[src/include/ncel_params.svh]
// constants for the node config error list command block
`ifndef NCEL_PARAMS_SVH
`define NCEL_PARAMS_SVH
`define NCEL_OP_DELTA 8'h57
`define NCEL_OP_HIST 8'h60
`define NCEL_RSP_LEN 4'ha
`define NCEL_REQ_LEN 2'h2
`define NCEL_ERR_OK 7'h00
`define NCEL_ERR_BADREQ 7'h01
`define NCEL_TOGGLE_BIT 7
`define NCEL_ZERO_BIT 6
`define NCEL_SEG_BIT 0
`define NCEL_NODES 64
`endif

[src/include/ncel_pkg.sv]
// types for the node config error list command block
package ncel_pkg;
  typedef enum logic [1:0] {
    NCEL_IDLE = 2'b00,
    NCEL_HDR = 2'b01,
    NCEL_SEND = 2'b10
  } ncel_state_e;
  typedef logic [63:0] ncel_map_t;
endpackage : ncel_pkg

[src/logic/ncel_cmd.sv]
// command interpreter for delta and history node list commands
// Function
// delta bit is 1 where expected and detected configurations differ, else 0
// bit positions without a node address are forced to zero
// keep sticky history of nodes with configuration errors since reset or read
// history request has header only; no payload bytes accepted
// history response payload is exactly eight bytes after header
// host sends 0x60, toggle bit 7, zero bit 6, segment bit 0
// answer 0x60, toggle and error code, then A map then B map
// history bit 1 when enabled node became disabled, else 0
// history bit stays set until host reads history list
// toggle bit of request echoed in response byte 1 bit 7
`timescale 1ns/1ps
`include "ncel_params.svh"
module ncel_cmd
  import ncel_pkg::*;
#(
  parameter int NODES = `NCEL_NODES
) (
  input wire logic clk,
  input wire logic nrst,
  input wire logic [7:0] req_byte,
  input wire logic req_valid,
  input wire logic req_last,
  input wire logic [NODES-1:0] cfg_expected_seg0,
  input wire logic [NODES-1:0] cfg_detected_seg0,
  input wire logic [NODES-1:0] cfg_expected_seg1,
  input wire logic [NODES-1:0] cfg_detected_seg1,
  input wire logic [NODES-1:0] node_active_seg0,
  input wire logic [NODES-1:0] node_active_seg1,
  output logic [7:0] rsp_byte,
  output logic rsp_valid,
  output logic rsp_last
);
  logic [NODES-1:0] act0_reg, act0_next, act1_reg, act1_next;
  logic [NODES-1:0] lost0, lost1, hist0, hist1, valid_mask;
  logic hist_ok, delta_ok, hist_read, clr0, clr1;
  logic [6:0] err_code;
  ncel_state_e state_reg, state_next;
  logic [1:0] cnt_reg, cnt_next;
  logic [7:0] op_reg, op_next;
  logic [7:0] b1_reg, b1_next;
  logic hdr_ok_reg, hdr_ok_next;
  logic [3:0] idx_reg, idx_next;
  ncel_map_t map_reg, map_next;
  logic [7:0] map_byte [8];
  logic [7:0] rsp_byte_reg, rsp_byte_next;
  logic rsp_valid_reg, rsp_valid_next, rsp_last_reg, rsp_last_next;

  // address zero carries no node
  assign valid_mask = {{(NODES/2-1){1'b1}}, 1'b0, {(NODES/2-1){1'b1}}, 1'b0};
  // enabled node that went disabled
  assign lost0 = act0_reg & ~node_active_seg0 & valid_mask;
  assign lost1 = act1_reg & ~node_active_seg1 & valid_mask;

  // request verdict, settled once the header is in
  assign hist_ok = (op_reg == `NCEL_OP_HIST) && hdr_ok_reg && !b1_reg[`NCEL_ZERO_BIT];
  assign delta_ok = (op_reg == `NCEL_OP_DELTA) && hdr_ok_reg;
  assign err_code = (hist_ok || delta_ok) ? `NCEL_ERR_OK : `NCEL_ERR_BADREQ;
  // read clears on the snapshot edge, a loss there survives
  assign hist_read = (state_reg == NCEL_SEND) && (idx_reg == 4'h0) && hist_ok;
  assign clr0 = hist_read & ~b1_reg[`NCEL_SEG_BIT];
  assign clr1 = hist_read & b1_reg[`NCEL_SEG_BIT];

  ncel_history #(.NODES(NODES)) u_hist (
    .clk(clk),
    .nrst(nrst),
    .node_lost_seg0(lost0),
    .node_lost_seg1(lost1),
    .clear_seg0(clr0),
    .clear_seg1(clr1),
    .hist_seg0(hist0),
    .hist_seg1(hist1)
  );

  // map bytes, lowest node numbers first
  genvar j;
  generate
    for (j = 0; j < 8; j++) begin : g_byte
      assign map_byte[j] = map_reg[8*j +: 8];
    end
  endgenerate

  // node activity of the previous cycle
  always_comb begin
    act0_next = node_active_seg0;
    act1_next = node_active_seg1;
  end

  always_ff @(posedge clk or negedge nrst) begin
    if (!nrst) begin
      act0_reg <= '0;
      act1_reg <= '0;
    end else begin
      act0_reg <= act0_next;
      act1_reg <= act1_next;
    end
  end

  // request capture and frame sequencing
  always_comb begin
    state_next = state_reg;
    cnt_next = cnt_reg;
    op_next = op_reg;
    b1_next = b1_reg;
    hdr_ok_next = hdr_ok_reg;
    case (state_reg)
      NCEL_IDLE: begin
        if (req_valid) begin
          op_next = req_byte;
          cnt_next = 2'h1;
          hdr_ok_next = ~req_last;
          state_next = req_last ? NCEL_SEND : NCEL_HDR;
        end
      end
      NCEL_HDR: begin
        if (req_valid) begin
          if (cnt_reg == `NCEL_REQ_LEN - 2'h1) begin
            b1_next = req_byte;
          end
          if (cnt_reg != 2'h3) begin
            cnt_next = cnt_reg + 2'h1;
          end
          if (req_last) begin
            // header only, no payload
            hdr_ok_next = hdr_ok_reg & (cnt_reg == `NCEL_REQ_LEN - 2'h1);
            state_next = NCEL_SEND;
          end
        end
      end
      NCEL_SEND: begin
        // back to idle after the tenth byte
        if (idx_reg == `NCEL_RSP_LEN - 4'h1) begin
          state_next = NCEL_IDLE;
        end
      end
      default: begin
        state_next = NCEL_IDLE;
      end
    endcase
  end

  always_ff @(posedge clk or negedge nrst) begin
    if (!nrst) begin
      state_reg <= NCEL_IDLE;
      cnt_reg <= 2'h0;
      op_reg <= 8'h00;
      b1_reg <= 8'h00;
      hdr_ok_reg <= 1'b0;
    end else begin
      state_reg <= state_next;
      cnt_reg <= cnt_next;
      op_reg <= op_next;
      b1_reg <= b1_next;
      hdr_ok_reg <= hdr_ok_next;
    end
  end

  // response stream: opcode, status, then map
  always_comb begin
    idx_next = 4'h0;
    map_next = map_reg;
    rsp_byte_next = 8'h00;
    rsp_valid_next = 1'b0;
    rsp_last_next = 1'b0;
    if (state_reg == NCEL_SEND) begin
      rsp_valid_next = 1'b1;
      idx_next = idx_reg + 4'h1;
      if (idx_reg == 4'h0) begin
        rsp_byte_next = op_reg;
        if (hist_ok) begin
          // snapshot of the selected history segment
          map_next = b1_reg[`NCEL_SEG_BIT] ? hist1 : hist0;
        end else if (delta_ok) begin
          // mismatch flags
          map_next = b1_reg[`NCEL_SEG_BIT] ? (cfg_expected_seg1 ^ cfg_detected_seg1)
                                           : (cfg_expected_seg0 ^ cfg_detected_seg0);
        end else begin
          map_next = '0;
        end
        // undefined positions zero
        map_next = map_next & valid_mask;
      end else if (idx_reg == 4'h1) begin
        // echo toggle bit
        rsp_byte_next = {b1_reg[`NCEL_TOGGLE_BIT], err_code};
      end else begin
        // byte 2 holds nodes 7..0 of A, byte 6 starts B
        rsp_byte_next = map_byte[idx_reg[2:0] - 3'h2];
      end
      // eight payload bytes then end
      if (idx_reg == `NCEL_RSP_LEN - 4'h1) begin
        rsp_last_next = 1'b1;
        idx_next = 4'h0;
      end
    end
  end

  always_ff @(posedge clk or negedge nrst) begin
    if (!nrst) begin
      idx_reg <= 4'h0;
      map_reg <= '0;
      rsp_byte_reg <= 8'h00;
      rsp_valid_reg <= 1'b0;
      rsp_last_reg <= 1'b0;
    end else begin
      idx_reg <= idx_next;
      map_reg <= map_next;
      rsp_byte_reg <= rsp_byte_next;
      rsp_valid_reg <= rsp_valid_next;
      rsp_last_reg <= rsp_last_next;
    end
  end

  assign rsp_byte = rsp_byte_reg;
  assign rsp_valid = rsp_valid_reg;
  assign rsp_last = rsp_last_reg;
endmodule : ncel_cmd

[src/logic/ncel_history.sv]
// sticky configuration error history bits, two segments
`timescale 1ns/1ps
`include "ncel_params.svh"
module ncel_history
  import ncel_pkg::*;
#(
  parameter int NODES = `NCEL_NODES
) (
  input wire logic clk,
  input wire logic nrst,
  input wire logic [NODES-1:0] node_lost_seg0,
  input wire logic [NODES-1:0] node_lost_seg1,
  input wire logic clear_seg0,
  input wire logic clear_seg1,
  output logic [NODES-1:0] hist_seg0,
  output logic [NODES-1:0] hist_seg1
);
  logic [NODES-1:0] h0_reg, h0_next, h1_reg, h1_next;
  genvar i;
  generate
    for (i = 0; i < NODES; i++) begin : g_bit
      always_comb begin
        // sticky, set beats clear
        h0_next[i] = node_lost_seg0[i] | (h0_reg[i] & ~clear_seg0);
        h1_next[i] = node_lost_seg1[i] | (h1_reg[i] & ~clear_seg1);
      end
    end
  endgenerate
  // history kept since reset
  always_ff @(posedge clk or negedge nrst) begin
    if (!nrst) begin
      h0_reg <= '0;
      h1_reg <= '0;
    end else begin
      h0_reg <= h0_next;
      h1_reg <= h1_next;
    end
  end
  assign hist_seg0 = h0_reg;
  assign hist_seg1 = h1_reg;
endmodule : ncel_history

[config.mk]
export PLATFORM = sky130hd
export DESIGN_NAME = ncel_cmd
export DESIGN_NICKNAME = d
export VERILOG_FILES = /design/src/include/ncel_pkg.sv /design/src/logic/ncel_cmd.sv /design/src/logic/ncel_history.sv
export VERILOG_INCLUDE_DIRS = /design/src /design/src/include
export SDC_FILE = /design/constraint.sdc
export NUM_CORES = 1
export LEC_CHECK = 0
export CORE_AREA = 8 8 256 258
export CTS_CLUSTER_SIZE = 8
export DETAILED_ROUTE_END_ITERATION = 7
export DIE_AREA = 0 0 264 266
export DONT_BUFFER_PORTS = 1
export PLACE_DENSITY = 0.39
export SLEW_MARGIN = 20
export SYNTH_ARGS = -nofsm -noshare
export SYNTH_HDL_FRONTEND = slang
export SYNTH_HIERARCHICAL = 1
export SYNTH_SLANG_ARGS = --single-unit
[constraint.sdc]
create_clock -name clk -period 2.8 [get_ports clk]
set_input_delay 0.42 -clock clk [delete_from_list [all_inputs] [get_ports clk]]
set_output_delay 0.42 -clock clk [all_outputs]
set_load 0.01 [all_outputs]
; Yosys cells after proc, flatten, opt, wreduce, memory -nomap -nowiden
; Index checks and enable logic that the tools add are counted.
; Widths: inputs -> output; s select.
[totals]
reg_bits = 353
output_inout_bits = 10
elab_cells = 343
[classes]
add_sub_neg = 3
magnitude_cmp = 1
eq_ne = 13
muxes = 30
n_bitwise = 266
reduce_logical = 16
[ops]
columns = operator, count
row1 = $mux 64, 4
row2 = $and 1x1->1, 131
row3 = $and 64x64->64, 2
row4 = $not 64->64, 2
row5 = $xor 64x64->64, 2
row6 = $or 1x1->1, 124
row7 = $mux 8, 5
row8 = $bmux 8 s3, 1
row9 = $eq 8x7->1 const B, 2
row10 = $mux 2, 8
row11 = $reduce_and 4->1, 3
row12 = $ne 2x2->1 const B, 5
row13 = $mux 4, 2
row14 = $mux 1, 7
row15 = $pmux 2 s3, 1
row16 = $logic_and 1x1->1, 5
row17 = $add 4x1->4 const B, 1
row18 = $eq 2x1->1 const B, 2
row19 = $eq 4x1->1 const B, 1
row20 = $eq 4x4->1 const B, 1
row21 = $ge 4x4->1 const B, 1
row22 = $logic_not 4->1, 1
row23 = $not 1->1, 4
row24 = $not 3->4, 1
row25 = 12 further kinds, 13

; Logic depth before layout (Yosys ltp)
; Gate-level depths: netlist (run 1).
[logic_depth]
depth_word = 8
depth_mapped = 12
ltp_nobuf = 7

; Hierarchy
; The synthesis (run 1) kept the hierarchy.
[by_module_without_submodules]
columns = module, n_inst, cells_per_inst, area_each_um2, seq_area_each_um2
row1 = ncel_cmd, 1, 936, 10849.2, 5405.2
row2 = ncel_history, 1, 270, 4321.6, 3203.1

; Worst setup path before layout (run 1)
; OpenSTA, ideal clock, no wires.
[synth_path]
path_kind = register to register
start = register idx_reg[1]
end = register u_hist.h0_reg[10] (netlist: u_hist/hist_seg0[10])
setup_ns = 0.118
arrival_time_ns = 2.479
t_required_ns = 2.682
setup_slack_ns = 0.203
path_stages_with_launch = 13
path_cell_list = dfrtp_1 -> clkbuf_1 -> buf_2 -> inv_1 -> ha_1 -> nand3_4 -> or3_1 -> buf_2 -> buf_4 -> nor2_1 -> inv_4 -> buf_6 -> a21o_1
[synth_via]
elab_chain_cells = 7
[synth_rtl]
columns = item, line_no
row1 = "start, declared", ncel_cmd.sv:44  ; logic [3:0] idx_reg, idx_next;
row2 = "start signal, assigned", ncel_cmd.sv:206  ; idx_reg <= idx_next;
row3 = $logic_not 4->1, ncel_cmd.sv:61  ; assign hist_read = (state_reg == NCEL_SEND) && (idx_reg == 4'h0) && hist_ok;
row4 = $logic_and 1x1->1 (2 in a row), ncel_cmd.sv:61
row5 = $and 1x1->1, ncel_cmd.sv:62  ; assign clr0 = hist_read & ~b1_reg[`NCEL_SEG_BIT];
row6 = net clr0, ncel_cmd.sv:37  ; logic hist_ok, delta_ok, hist_read, clr0, clr1;
row7 = $not 1->1, ncel_history.sv:24  ; h0_next[i] = node_lost_seg0[i] | (h0_reg[i] & ~clear_seg0);
row8 = $and 1x1->1, ncel_history.sv:24
row9 = $or 1x1->1, ncel_history.sv:24
row10 = net u_hist.h0_next[10], ncel_history.sv:18  ; logic [NODES-1:0] h0_reg, h0_next, h1_reg, h1_next;
row11 = "end signal, assigned", ncel_history.sv:35  ; h0_reg <= h0_next;
row12 = "end, declared", ncel_history.sv:18
; The timed path passes the listed nets, and every way through them passes these cells.
; A chain may end at the register's enable or synchronous reset.

; Worst setup path after layout (run 1)
[layout_path]
start = register state_reg[0]
end = register u_hist.h0_reg[13] (netlist: u_hist/hist_seg0[13])
[layout_via]
elab_chain_cells = 7
[layout_rtl]
columns = item, line_no
row1 = "start, declared", ncel_cmd.sv:39  ; ncel_state_e state_reg, state_next;
row2 = "start signal, assigned", ncel_cmd.sv:151  ; state_reg <= state_next;
row3 = $eq 2x2->1, ncel_cmd.sv:61
row4 = $logic_and 1x1->1 (2 in a row), ncel_cmd.sv:61
row5 = $and 1x1->1, ncel_cmd.sv:62
row6 = net clr0, ncel_cmd.sv:37
row7 = $not 1->1, ncel_history.sv:24
row8 = $and 1x1->1, ncel_history.sv:24
row9 = $or 1x1->1, ncel_history.sv:24
row10 = net u_hist.h0_next[13], ncel_history.sv:18
; The timed path passes the listed nets, and every way through them passes these cells.

==> run metrics, run 1 <==
outcome finished, violations left; failing checks negative hold slack; reg2reg setup slack between 300 and 400 ps; Post-Route Skew approximately 22 ps; commonest non-fill, non-tap cells in the layout dfrtp_1 (339), dlygate4sd3_1 (134), nor2b_1 (127); yosys warns 6; Placer Congestion just over 0.7; fin crit share 86.1%; Sw Pwr between 4 and 5 mW; pin count of the biggest net entering global routing between 300 and 400; die area around 70000 um^2; Power per Cell Area around 740 nW/um^2; Die Wd about 260 um; DR DRC count 0; internal cell power 9.60 mW; fin crit period 2410 ps; CTS tree built; Slew headroom approximately 34%; post-synthesis net count approximately 1600; Core Area just over 60000 um^2; max-cap violation count 0; Data arrival, critical path 2870 ps; Resized Gates After CTS 0; leading cell type in the layout, fill and taps excluded dfrtp_1; switching part of the total power 30.1%; initial antenna violation count 1; # H-tree levels 2; clk buf depth 3; setup TNS 0 ps; total leakage power about 7 nW; Setup-failing EPs final 0; later-pin clock latency in the skew report between 500 and 600 ps; clock share of power approximately two fifths; Routed wire per std cell about 23 um; Post-CTS Hold Buffers 134; IO Count around 410; total number of vias about 9400; Gate power share a little over 20%; routed wire length between 40000 and 50000 um; required time worst endpoint ~3300 ps; R2R Path Start state_reg[0]$_DFFE_PN0P_; clock sink total 340; startpoint types flip-flop; global-route wire length before repair about 70000 um; Worst R2R End u_hist/hist_seg0[13]$_DFF_PN0_; vias in the first global route between 10000 and 15000; Die Y 266 um; Antenna Nets Post-Route 0; I/O Buffers 0; Syn Inst Count ~1200; final net count about 1700; Num CTS Buffers 49; DR vias/cell between 4 and 5; Final Hold Fails 340; Max Fclk 415 MHz; Avg Inst Size Synth 12.6 um^2; Flop pwr share 40.3%; HP Class in2async; RSZ-0062 raised after global routing false; Pre-antenna DRT Iters 5; peak supply drop ~0.44 mV; worst slew pin tran between 900 and 1000 ps; num rows between 90 and 100; Synth-to-Final Area Change 22.7%; initial DRC count a little over 400; share of layout cells above drive strength 1 about 13%; synthesized area approximately 15000 um^2; Hold WS -436 ps; total global routing track utilization roughly 14%; Initial Util between 20% and 30%; Worst-path clk slew approximately 50 ps; Worst Path Max Fanout between 60 and 70; pins over their slew limit 0; CP Capture Type flip-flop; grt total ovfl 0; clock root cell clkbuf_16; crit path kind reg2reg; DP HPWL approximately 32000 um; R2R cell count 6
-- critical path: stages, from the launching register on --
cell and delay [ps]:
dfrtp_1 460, nor2b_2 370, nand3_4 120, or3_4 430, nor2_1 180, inv_4 350, a21o_2 320
-- worst max path at each step --
stage / start / cells after the start / to
finish: state_reg[0]$_DFFE_PN0P_ / 6 / u_hist/hist_seg0[13]$_DFF_PN0_
global route: state_reg[0]$_DFFE_PN0P_ / 6 / u_hist/hist_seg0[14]$_DFF_PN0_
CTS: state_reg[0]$_DFFE_PN0P_ / 6 / u_hist/hist_seg1[14]$_DFF_PN0_
detailed placement: state_reg[0]$_DFFE_PN0P_ / 6 / u_hist/hist_seg1[11]$_DFF_PN0_
global placement: state_reg[0]$_DFFE_PN0P_ / 6 / u_hist/hist_seg1[11]$_DFF_PN0_
floorplan: idx_reg[1]$_DFF_PN0_ / 12 / u_hist/hist_seg0[10]$_DFF_PN0_
-- power groups by stage --
stage / clock [mW] / combinational, mW / sequential (mW)
floorplan: 0 / 1.97 / 5.47
global placement: 0 / 2.74 / 5.62
detailed placement: 0 / 2.75 / 5.62
CTS: 5.62 / 2.94 / 5.54
global route: 5.77 / 3.12 / 5.57
finish: 5.37 / 2.83 / 5.54
-- final cells by class --
cell class | instances | area (um^2)
Fill cell | 6196 | 42800
Sequential cell | 340 | 8510
Multi-Input combinational cell | 791 | 6120
Timing Repair Buffer | 147 | 1460
Clock buffer | 55 | 1280
Tap cell | 790 | 988
Clock inverter | 3 | 51.3
Inverter | 6 | 30.0
Antenna cell | 1 | 2.50
-- through the flow --
step	setup WS, ps	power [mW]	instances	utilization, %	cell area (um^2)
final	389	13.7	2133	30.1	18400
after CTS	359	14.1	2132	30.1	18400
after global placement	371	8.36	1940	25.7	15800
after global routing	178	14.5	2132	30.1	18400
after floorplan	203	7.44	1197	-	15000
after detailed placement	366	8.37	1940	25.7	15800
-- timing repair --
| item | in CTS | in global routing |
|---|---|---|
| buffers inserted | 0 | 0 |
| endpoints found under the setup margin | 0 | 0 |
| endpoints found under the hold margin | 477 | 340 |
-- layer usage --
layer / vias to the layer above / wire (um) / GRT usage [%]
li1: 4422 / - / -
met1: 4699 / 21300 / 17.7
met2: 241 / 23800 / 22.4
met3: 62 / 2250 / 3.05
met4: 0 / 947 / 3.46
met5: - / 0 / 0
(Power assumes the default switching activity.)
==> run 2: changes to the inputs <==
- CORE_AREA: 8 8 256 258 -> 8 8 202 204
- DIE_AREA: 0 0 264 266 -> 0 0 210 212
- PLACE_DENSITY: 0.39 -> 0.56
- SETUP_SLACK_MARGIN: default -> 0.5
==> run 2 against run 1 <==
  * Sequential share of layout area is 0.96 points higher
  * Sequential power about the same
  * Register-to-register slack improved by 300 ps
  * Wire length decreased by 14%
  * Via count decreased by 0.27%
  * Total power is 3.2% lower
  * Critical endpoint is now u_hist/hist_seg1[14]$_DFF_PN0_
  * Utilization up 18 points
  * Worst setup slack better by 300 ps
  * Critical path type unchanged
  * Final cell count down 13%
  * The flow still finishes with violations (negative hold slack)
  * Worst hold slack improved by 6.6 ps
  * Die area is 37% lower
==> run metrics, run 2 (synthesis gave the netlist of run 1 again) <==
failing checks negative hold slack (unchanged); Synth-to-Final Area Change 20.2% (was 22.7%); commonest non-fill, non-tap cells in the layout dfrtp_1 (339), dlygate4sd3_1 (134), nor2b_1 (127) (unchanged); Die Y 212 um (was 266 um); RSZ-0062 raised after global routing false (unchanged); global-route wire length before repair 62700 um (was 71400 um); clock sink total 340 (unchanged); Worst R2R End u_hist/hist_seg1[14]$_DFF_PN0_ (was u_hist/hist_seg0[13]$_DFF_PN0_); leading cell type in the layout, fill and taps excluded dfrtp_1 (unchanged); required time worst endpoint 3240 ps (was 3250 ps); grt total ovfl 0 (unchanged); num rows 72 (was 91); startpoint types flip-flop (unchanged); DP HPWL 26800 um (was 31600 um); initial antenna violation count 0 (was 1); fin crit period 2110 ps (was 2410 ps); Hold WS -429 ps (was -436 ps); post-route cell area 18100 um^2 (was 18400 um^2); Antenna Nets Post-Route 0 (unchanged); Gate power share 20.6% (about the same); GRT Max-Usage Layer met2 (unchanged); total global routing track utilization 18.5% (was 13.5%); Worst-path clk slew 50 ps (about the same); initial DRC count 324 (was 407); IO Count 406 (unchanged); Final Hold Fails 340 (unchanged); GR Util met2 29.7% (was 22.4%); DP Cell Count 1667 (was 1940); routed wire length 41700 um (was 48300 um); Slew headroom 47.1% (was 34.0%); vias in the first global route 10200 (was 10500); Worst Path Max Fanout 62 (unchanged); DR DRC count 0 (unchanged); DR vias/cell 5.07 (was 4.42); met3 GRT Util 4.39% (was 3.05%); Post-Route Skew 15.9 ps (was 21.5 ps); Pre-antenna DRT Iters 4 (was 5); pin count of the biggest net entering global routing 341 (unchanged); Initial Util 39.6% (was 24.5%); CP Capture Type flip-flop (unchanged); Routed wire per std cell 22.5 um (was 22.7 um); fin crit share 75.4% (was 86.1%); # H-tree levels 2 (unchanged); clk buf depth 3 (unchanged); crit path kind reg2reg (unchanged); clock share of power 37.5% (was 39.1%); final net count 1735 (was 1737); max-cap violation count 0 (unchanged); Sw Pwr 3.91 mW (was 4.14 mW); Flop pwr share 41.9% (was 40.3%); Data arrival, critical path 2550 ps (was 2870 ps); met1 Track Usage GR 24.7% (was 17.7%); Power per Cell Area 736 nW/um^2 (was 745 nW/um^2); HP Class in2async (unchanged); clock root cell clkbuf_16 (unchanged); outcome finished, violations left (unchanged); die area 44500 um^2 (was 70200 um^2); Num CTS Buffers 48 (was 49); CTS tree built (unchanged); Setup-failing EPs final 0 (unchanged); reg2reg setup slack 690 ps (was 390 ps); Core Area 37900 um^2 (was 61300 um^2); Placer Congestion 0.749 (was 0.725); I/O Buffers 0 (unchanged); total number of vias 9399 (was 9424); switching part of the total power 29.4% (was 30.1%); internal cell power 9.39 mW (was 9.60 mW); peak supply drop 0.423 mV (was 0.444 mV); post-place instance area 15500 um^2 (was 15800 um^2); R2R cell count 6 (unchanged); Max Fclk 474 MHz (was 415 MHz); Die Wd 210 um (was 264 um); worst slew pin tran 793 ps (was 991 ps); pins over their slew limit 0 (unchanged); Post-CTS Hold Buffers 134 (unchanged); later-pin clock latency in the skew report 560 ps (was 570 ps); share of layout cells above drive strength 1 12.9% (was 12.7%); total leakage power 7.16 nW (was 7.20 nW); R2R Path Start state_reg[0]$_DFFE_PN0P_ (unchanged); Layout Cells excl Fill 1855 (was 2133); setup TNS 0 ps (unchanged)
## run 2: changes by cell type in the layout (fill, tap and decap cells not counted), sizes merged
cell    delta
buf        -1
bufinv     -1
clkbuf     -5
inv        +1
## run 2: what timing repair did
item / CTS / global route
buffers inserted: 0 / 0
resized for setup: 2 / 2
hold endpoints to repair: 476 / 340
pin swaps: 0 / 0
endpoints found under the setup margin: 5 / 14
## run 2: final cells by class
class	instances	area (um^2)
Antenna cell	1	2.50
Fill cell	3439	19900
Inverter	6	35.0
Timing Repair Buffer	146	1480
Sequential cell	340	8510
Clock buffer	50	1210
Tap cell	518	648
Multi-Input combinational cell	791	6150
Clock inverter	3	30.0
## run 2: how the worst max path moves through the flow
stage	startpoint	endpoint	slack [ps]	depth (start not counted)
after CTS	state_reg[0]$_DFFE_PN0P_	u_hist/hist_seg1[14]$_DFF_PN0_	590	6
final	state_reg[0]$_DFFE_PN0P_	u_hist/hist_seg1[14]$_DFF_PN0_	690	6
after global placement	state_reg[0]$_DFFE_PN0P_	u_hist/hist_seg0[14]$_DFF_PN0_	520	6
after detailed placement	state_reg[0]$_DFFE_PN0P_	u_hist/hist_seg1[14]$_DFF_PN0_	490	6
after floorplan	idx_reg[0]$_DFF_PN0_	u_hist/hist_seg0[10]$_DFF_PN0_	500	12
after global routing	idx_reg[1]$_DFF_PN0_	rsp_byte[7]$_DFF_PN0_	550	6
## run 2: layer usage
layer	part of all wire [%]	routed length, um
met5	0	0
met4	2.0	819
met3	5.5	2280
met2	48	19800
met1	45	18800
## run 2: metrics by stage
| step | util [%] | power, mW | hold slack, ps | setup slack, ps |
|---|---|---|---|---|
| 3_5_place_dp | 40.8 | 8.26 | 140 | 489 |
| 3_3_place_gp | 40.8 | 8.23 | 142 | 515 |
| 2_1_floorplan | - | 7.49 | 124 | 501 |
| 4_1_cts | 47.6 | 13.5 | -481 | 585 |
| 6_report | 47.6 | 13.3 | -429 | 690 |
| 5_1_grt | 47.6 | 14.0 | -474 | 548 |
## run 2: worst max-delay path, stage by stage, from the launching register on
cell and delay, ps:
dfrtp_1 480, nor2b_4 270, nand3_4 100, or3_4 460, nor2_4 140, inv_6 240, a21o_2 290
## run 2: power groups by stage
stage	combinational, mW	clock [mW]	sequential [mW]
floorplan	2.01	0	5.47
global placement	2.59	0	5.64
detailed placement	2.61	0	5.65
CTS	2.79	5.18	5.57
global route	3.02	5.35	5.61
finish	2.74	4.99	5.57
==> run 3: changes to the inputs <==
- PLACE_DENSITY: 0.56 -> 0.58
- clock period: 2.8 -> 1.8 ns (I/O delays scaled with it)
==> run 3 against run 2 <==
  * The flow finishes with violations (negative hold slack, negative setup slack)
  * Worst setup slack got worse by 790 ps
  * Utilization increased by 3.4 points
  * Non-clock buffer count increased by 74
  * Sequential power rose by 53%
  * Total power grew 64%
  * Register-to-register slack worse by 790 ps
  * Clock skew is 13 ps higher
==> run metrics, run 3 (synthesis gave the netlist of run 1 again) <==
critical path's slowest cell or3_4 (was dfrtp_1); RSZ-0062 raised after global routing true (was false); total global routing track utilization 19.1% (was 18.5%); Max Fclk 527 MHz (was 474 MHz); commonest non-fill, non-tap cells in the layout dfrtp_1 (337), dlygate4sd3_1 (135), nor2b_1 (126) (was dfrtp_1 (339), dlygate4sd3_1 (134), nor2b_1 (127)); Power per Cell Area 1120 nW/um^2 (was 736 nW/um^2); routed wire length 42800 um (was 41700 um); final core utilization 51.1% (was 47.6%); startpoint types flip-flop (unchanged); crit path kind reg2reg (unchanged); global-route wire length before repair 65100 um (was 62700 um); total leakage power 7.79 nW (was 7.16 nW); max-cap violation count 0 (unchanged); grt total ovfl 0 (unchanged); HP Class in2async (unchanged); Die Wd 210 um (unchanged); Die Y 212 um (unchanged); total number of vias 9660 (was 9399); Pre-antenna DRT Iters 4 (unchanged); final net count 1810 (was 1735); clock root cell clkbuf_16 (unchanged); IO Count 406 (unchanged); later-pin clock latency in the skew report 570 ps (was 560 ps); vias in the first global route 10700 (was 10200); fin worst setup slack -98.2 ps (was 690 ps); CTS tree built (unchanged); Antenna Nets Post-Route 0 (unchanged); fin crit share 105% (was 75.4%); leading cell type in the layout, fill and taps excluded dfrtp_1 (unchanged); required time worst endpoint 2250 ps (was 3240 ps); CP Capture Type flip-flop (unchanged); Synth-to-Final Area Change 28.8% (was 20.2%); worst path cell trace nor4_2, nand3b_1, or3_4, nor2_4, inv_8, clkbuf_16, a21o_1 (was nor2b_4, nand3_4, or3_4, nor2_4, inv_6, a21o_2); DP HPWL 28400 um (was 26800 um); Worst-path clk slew 50 ps (about the same); slowest stage delay, CP 400 ps (was 480 ps); Routed wire per std cell 22.2 um (was 22.5 um); reg2reg setup slack -100 ps (was 690 ps); DR vias/cell 5.01 (was 5.07); Slew headroom 21.8% (was 47.1%); initial antenna violation count 1 (was 0); worst slew pin tran 1170 ps (was 793 ps); Initial Util 39.6% (unchanged); fin crit period 1900 ps (was 2110 ps); R2R cell count 7 (was 6); Post-Route Skew 28.4 ps (was 15.9 ps); # H-tree levels 2 (unchanged); Setup-failing EPs final 163 (was 0); DR DRC count 0 (unchanged); Final Hold Fails 340 (unchanged); initial DRC count 461 (was 324); clk buf depth 3 (unchanged); failing checks negative hold slack, negative setup slack (was negative hold slack); post-route cell area 19400 um^2 (was 18100 um^2); DP Cell Count 1701 (was 1667); I/O Buffers 0 (unchanged); Core Area 37900 um^2 (unchanged); post-place instance area 15800 um^2 (was 15500 um^2); pins over their slew limit 0 (unchanged); dpl ws -149 ps (was 489 ps); Worst R2R End u_hist/hist_seg1[25]$_DFF_PN0_ (was u_hist/hist_seg1[14]$_DFF_PN0_); num rows 72 (unchanged); peak supply drop 0.784 mV (was 0.423 mV); clock sink total 340 (unchanged); Data arrival, critical path 2340 ps (was 2550 ps); R2R Path Start op_reg[2]$_DFFE_PN0P_ (was state_reg[0]$_DFFE_PN0P_); Layout Cells excl Fill 1930 (was 1855); Tot Pwr 21.8 mW (was 13.3 mW); Hold WS -577 ps (was -429 ps); setup TNS -8040 ps (was 0 ps); outcome finished, violations left (unchanged); Placer Congestion 0.774 (was 0.749); Worst Path Max Fanout 10 (was 62); die area 44500 um^2 (unchanged); Num CTS Buffers 48 (unchanged); pin count of the biggest net entering global routing 341 (unchanged); share of layout cells above drive strength 1 19.4% (was 12.9%)
run 3: changes by cell type in the layout (fill, tap and decap cells not counted), sizes merged:
cell,before,now
buf,12,81
clkbuf,50,54
dlygate4sd3,134,135
nor2,75,76
run 3: power by group:
group	total (mW)	leakage (nW)	switching [mW]	internal, mW
registers	8.54	3.77	0.373	8.17
clock network	7.79	0.609	3.11	4.68
logic	5.43	3.41	2.94	2.48
total	21.8	7.79	6.43	15.3
run 3: area by class of cell:
class                           count  area [um^2]
Antenna cell                        1         2.50
Clock buffer                       50         1210
Clock inverter                      3         30.0
Fill cell                        3298        18600
Inverter                            6         37.5
Multi-Input combinational cell    792         6340
Sequential cell                   340         8510
Tap cell                          518          648
Timing Repair Buffer              220         2580
run 3: critical path: cells and delay by family, from the launching register on:
family                 cells  cell delay, ps
DFF                        1             390
AOI/OAI and AO/OA          1             150
and+or+nand+nor            4             960
buffers and inverters      2             270
run 3: worst max-delay path by stage:
| stage | from | cells after the start | end |
|---|---|---|---|
| global placement | op_reg[4]$_DFFE_PN0P_ | 7 | u_hist/hist_seg1[13]$_DFF_PN0_ |
| global route | op_reg[2]$_DFFE_PN0P_ | 7 | u_hist/hist_seg0[14]$_DFF_PN0_ |
| CTS | op_reg[2]$_DFFE_PN0P_ | 7 | u_hist/hist_seg0[51]$_DFF_PN0_ |
| finish | op_reg[2]$_DFFE_PN0P_ | 7 | u_hist/hist_seg1[25]$_DFF_PN0_ |
| detailed placement | op_reg[4]$_DFFE_PN0P_ | 7 | u_hist/hist_seg0[60]$_DFF_PN0_ |
| floorplan | idx_reg[1]$_DFF_PN0_ | 12 | u_hist/hist_seg0[10]$_DFF_PN0_ |
run 3: metal layers:
metal | GRT usage, % | wire length, um | vias to the layer above
li1 | - | - | 4582
met1 | 25.6 | 19300 | 4788
met2 | 31.1 | 20700 | 238
met3 | 3.92 | 1970 | 52
met4 | 5.39 | 793 | 0
met5 | 0 | 0 | -
run 3: what timing repair did:
action / in CTS / in global routing
hold endpoints to repair: 602 / 341
setup endpoints to repair: 211 / 212
buffers inserted: 21 / 4
gates cloned: 11 / 4
resized for setup: 70 / 18
pin swaps: 44 / 21
hold buffers: 134 / 1
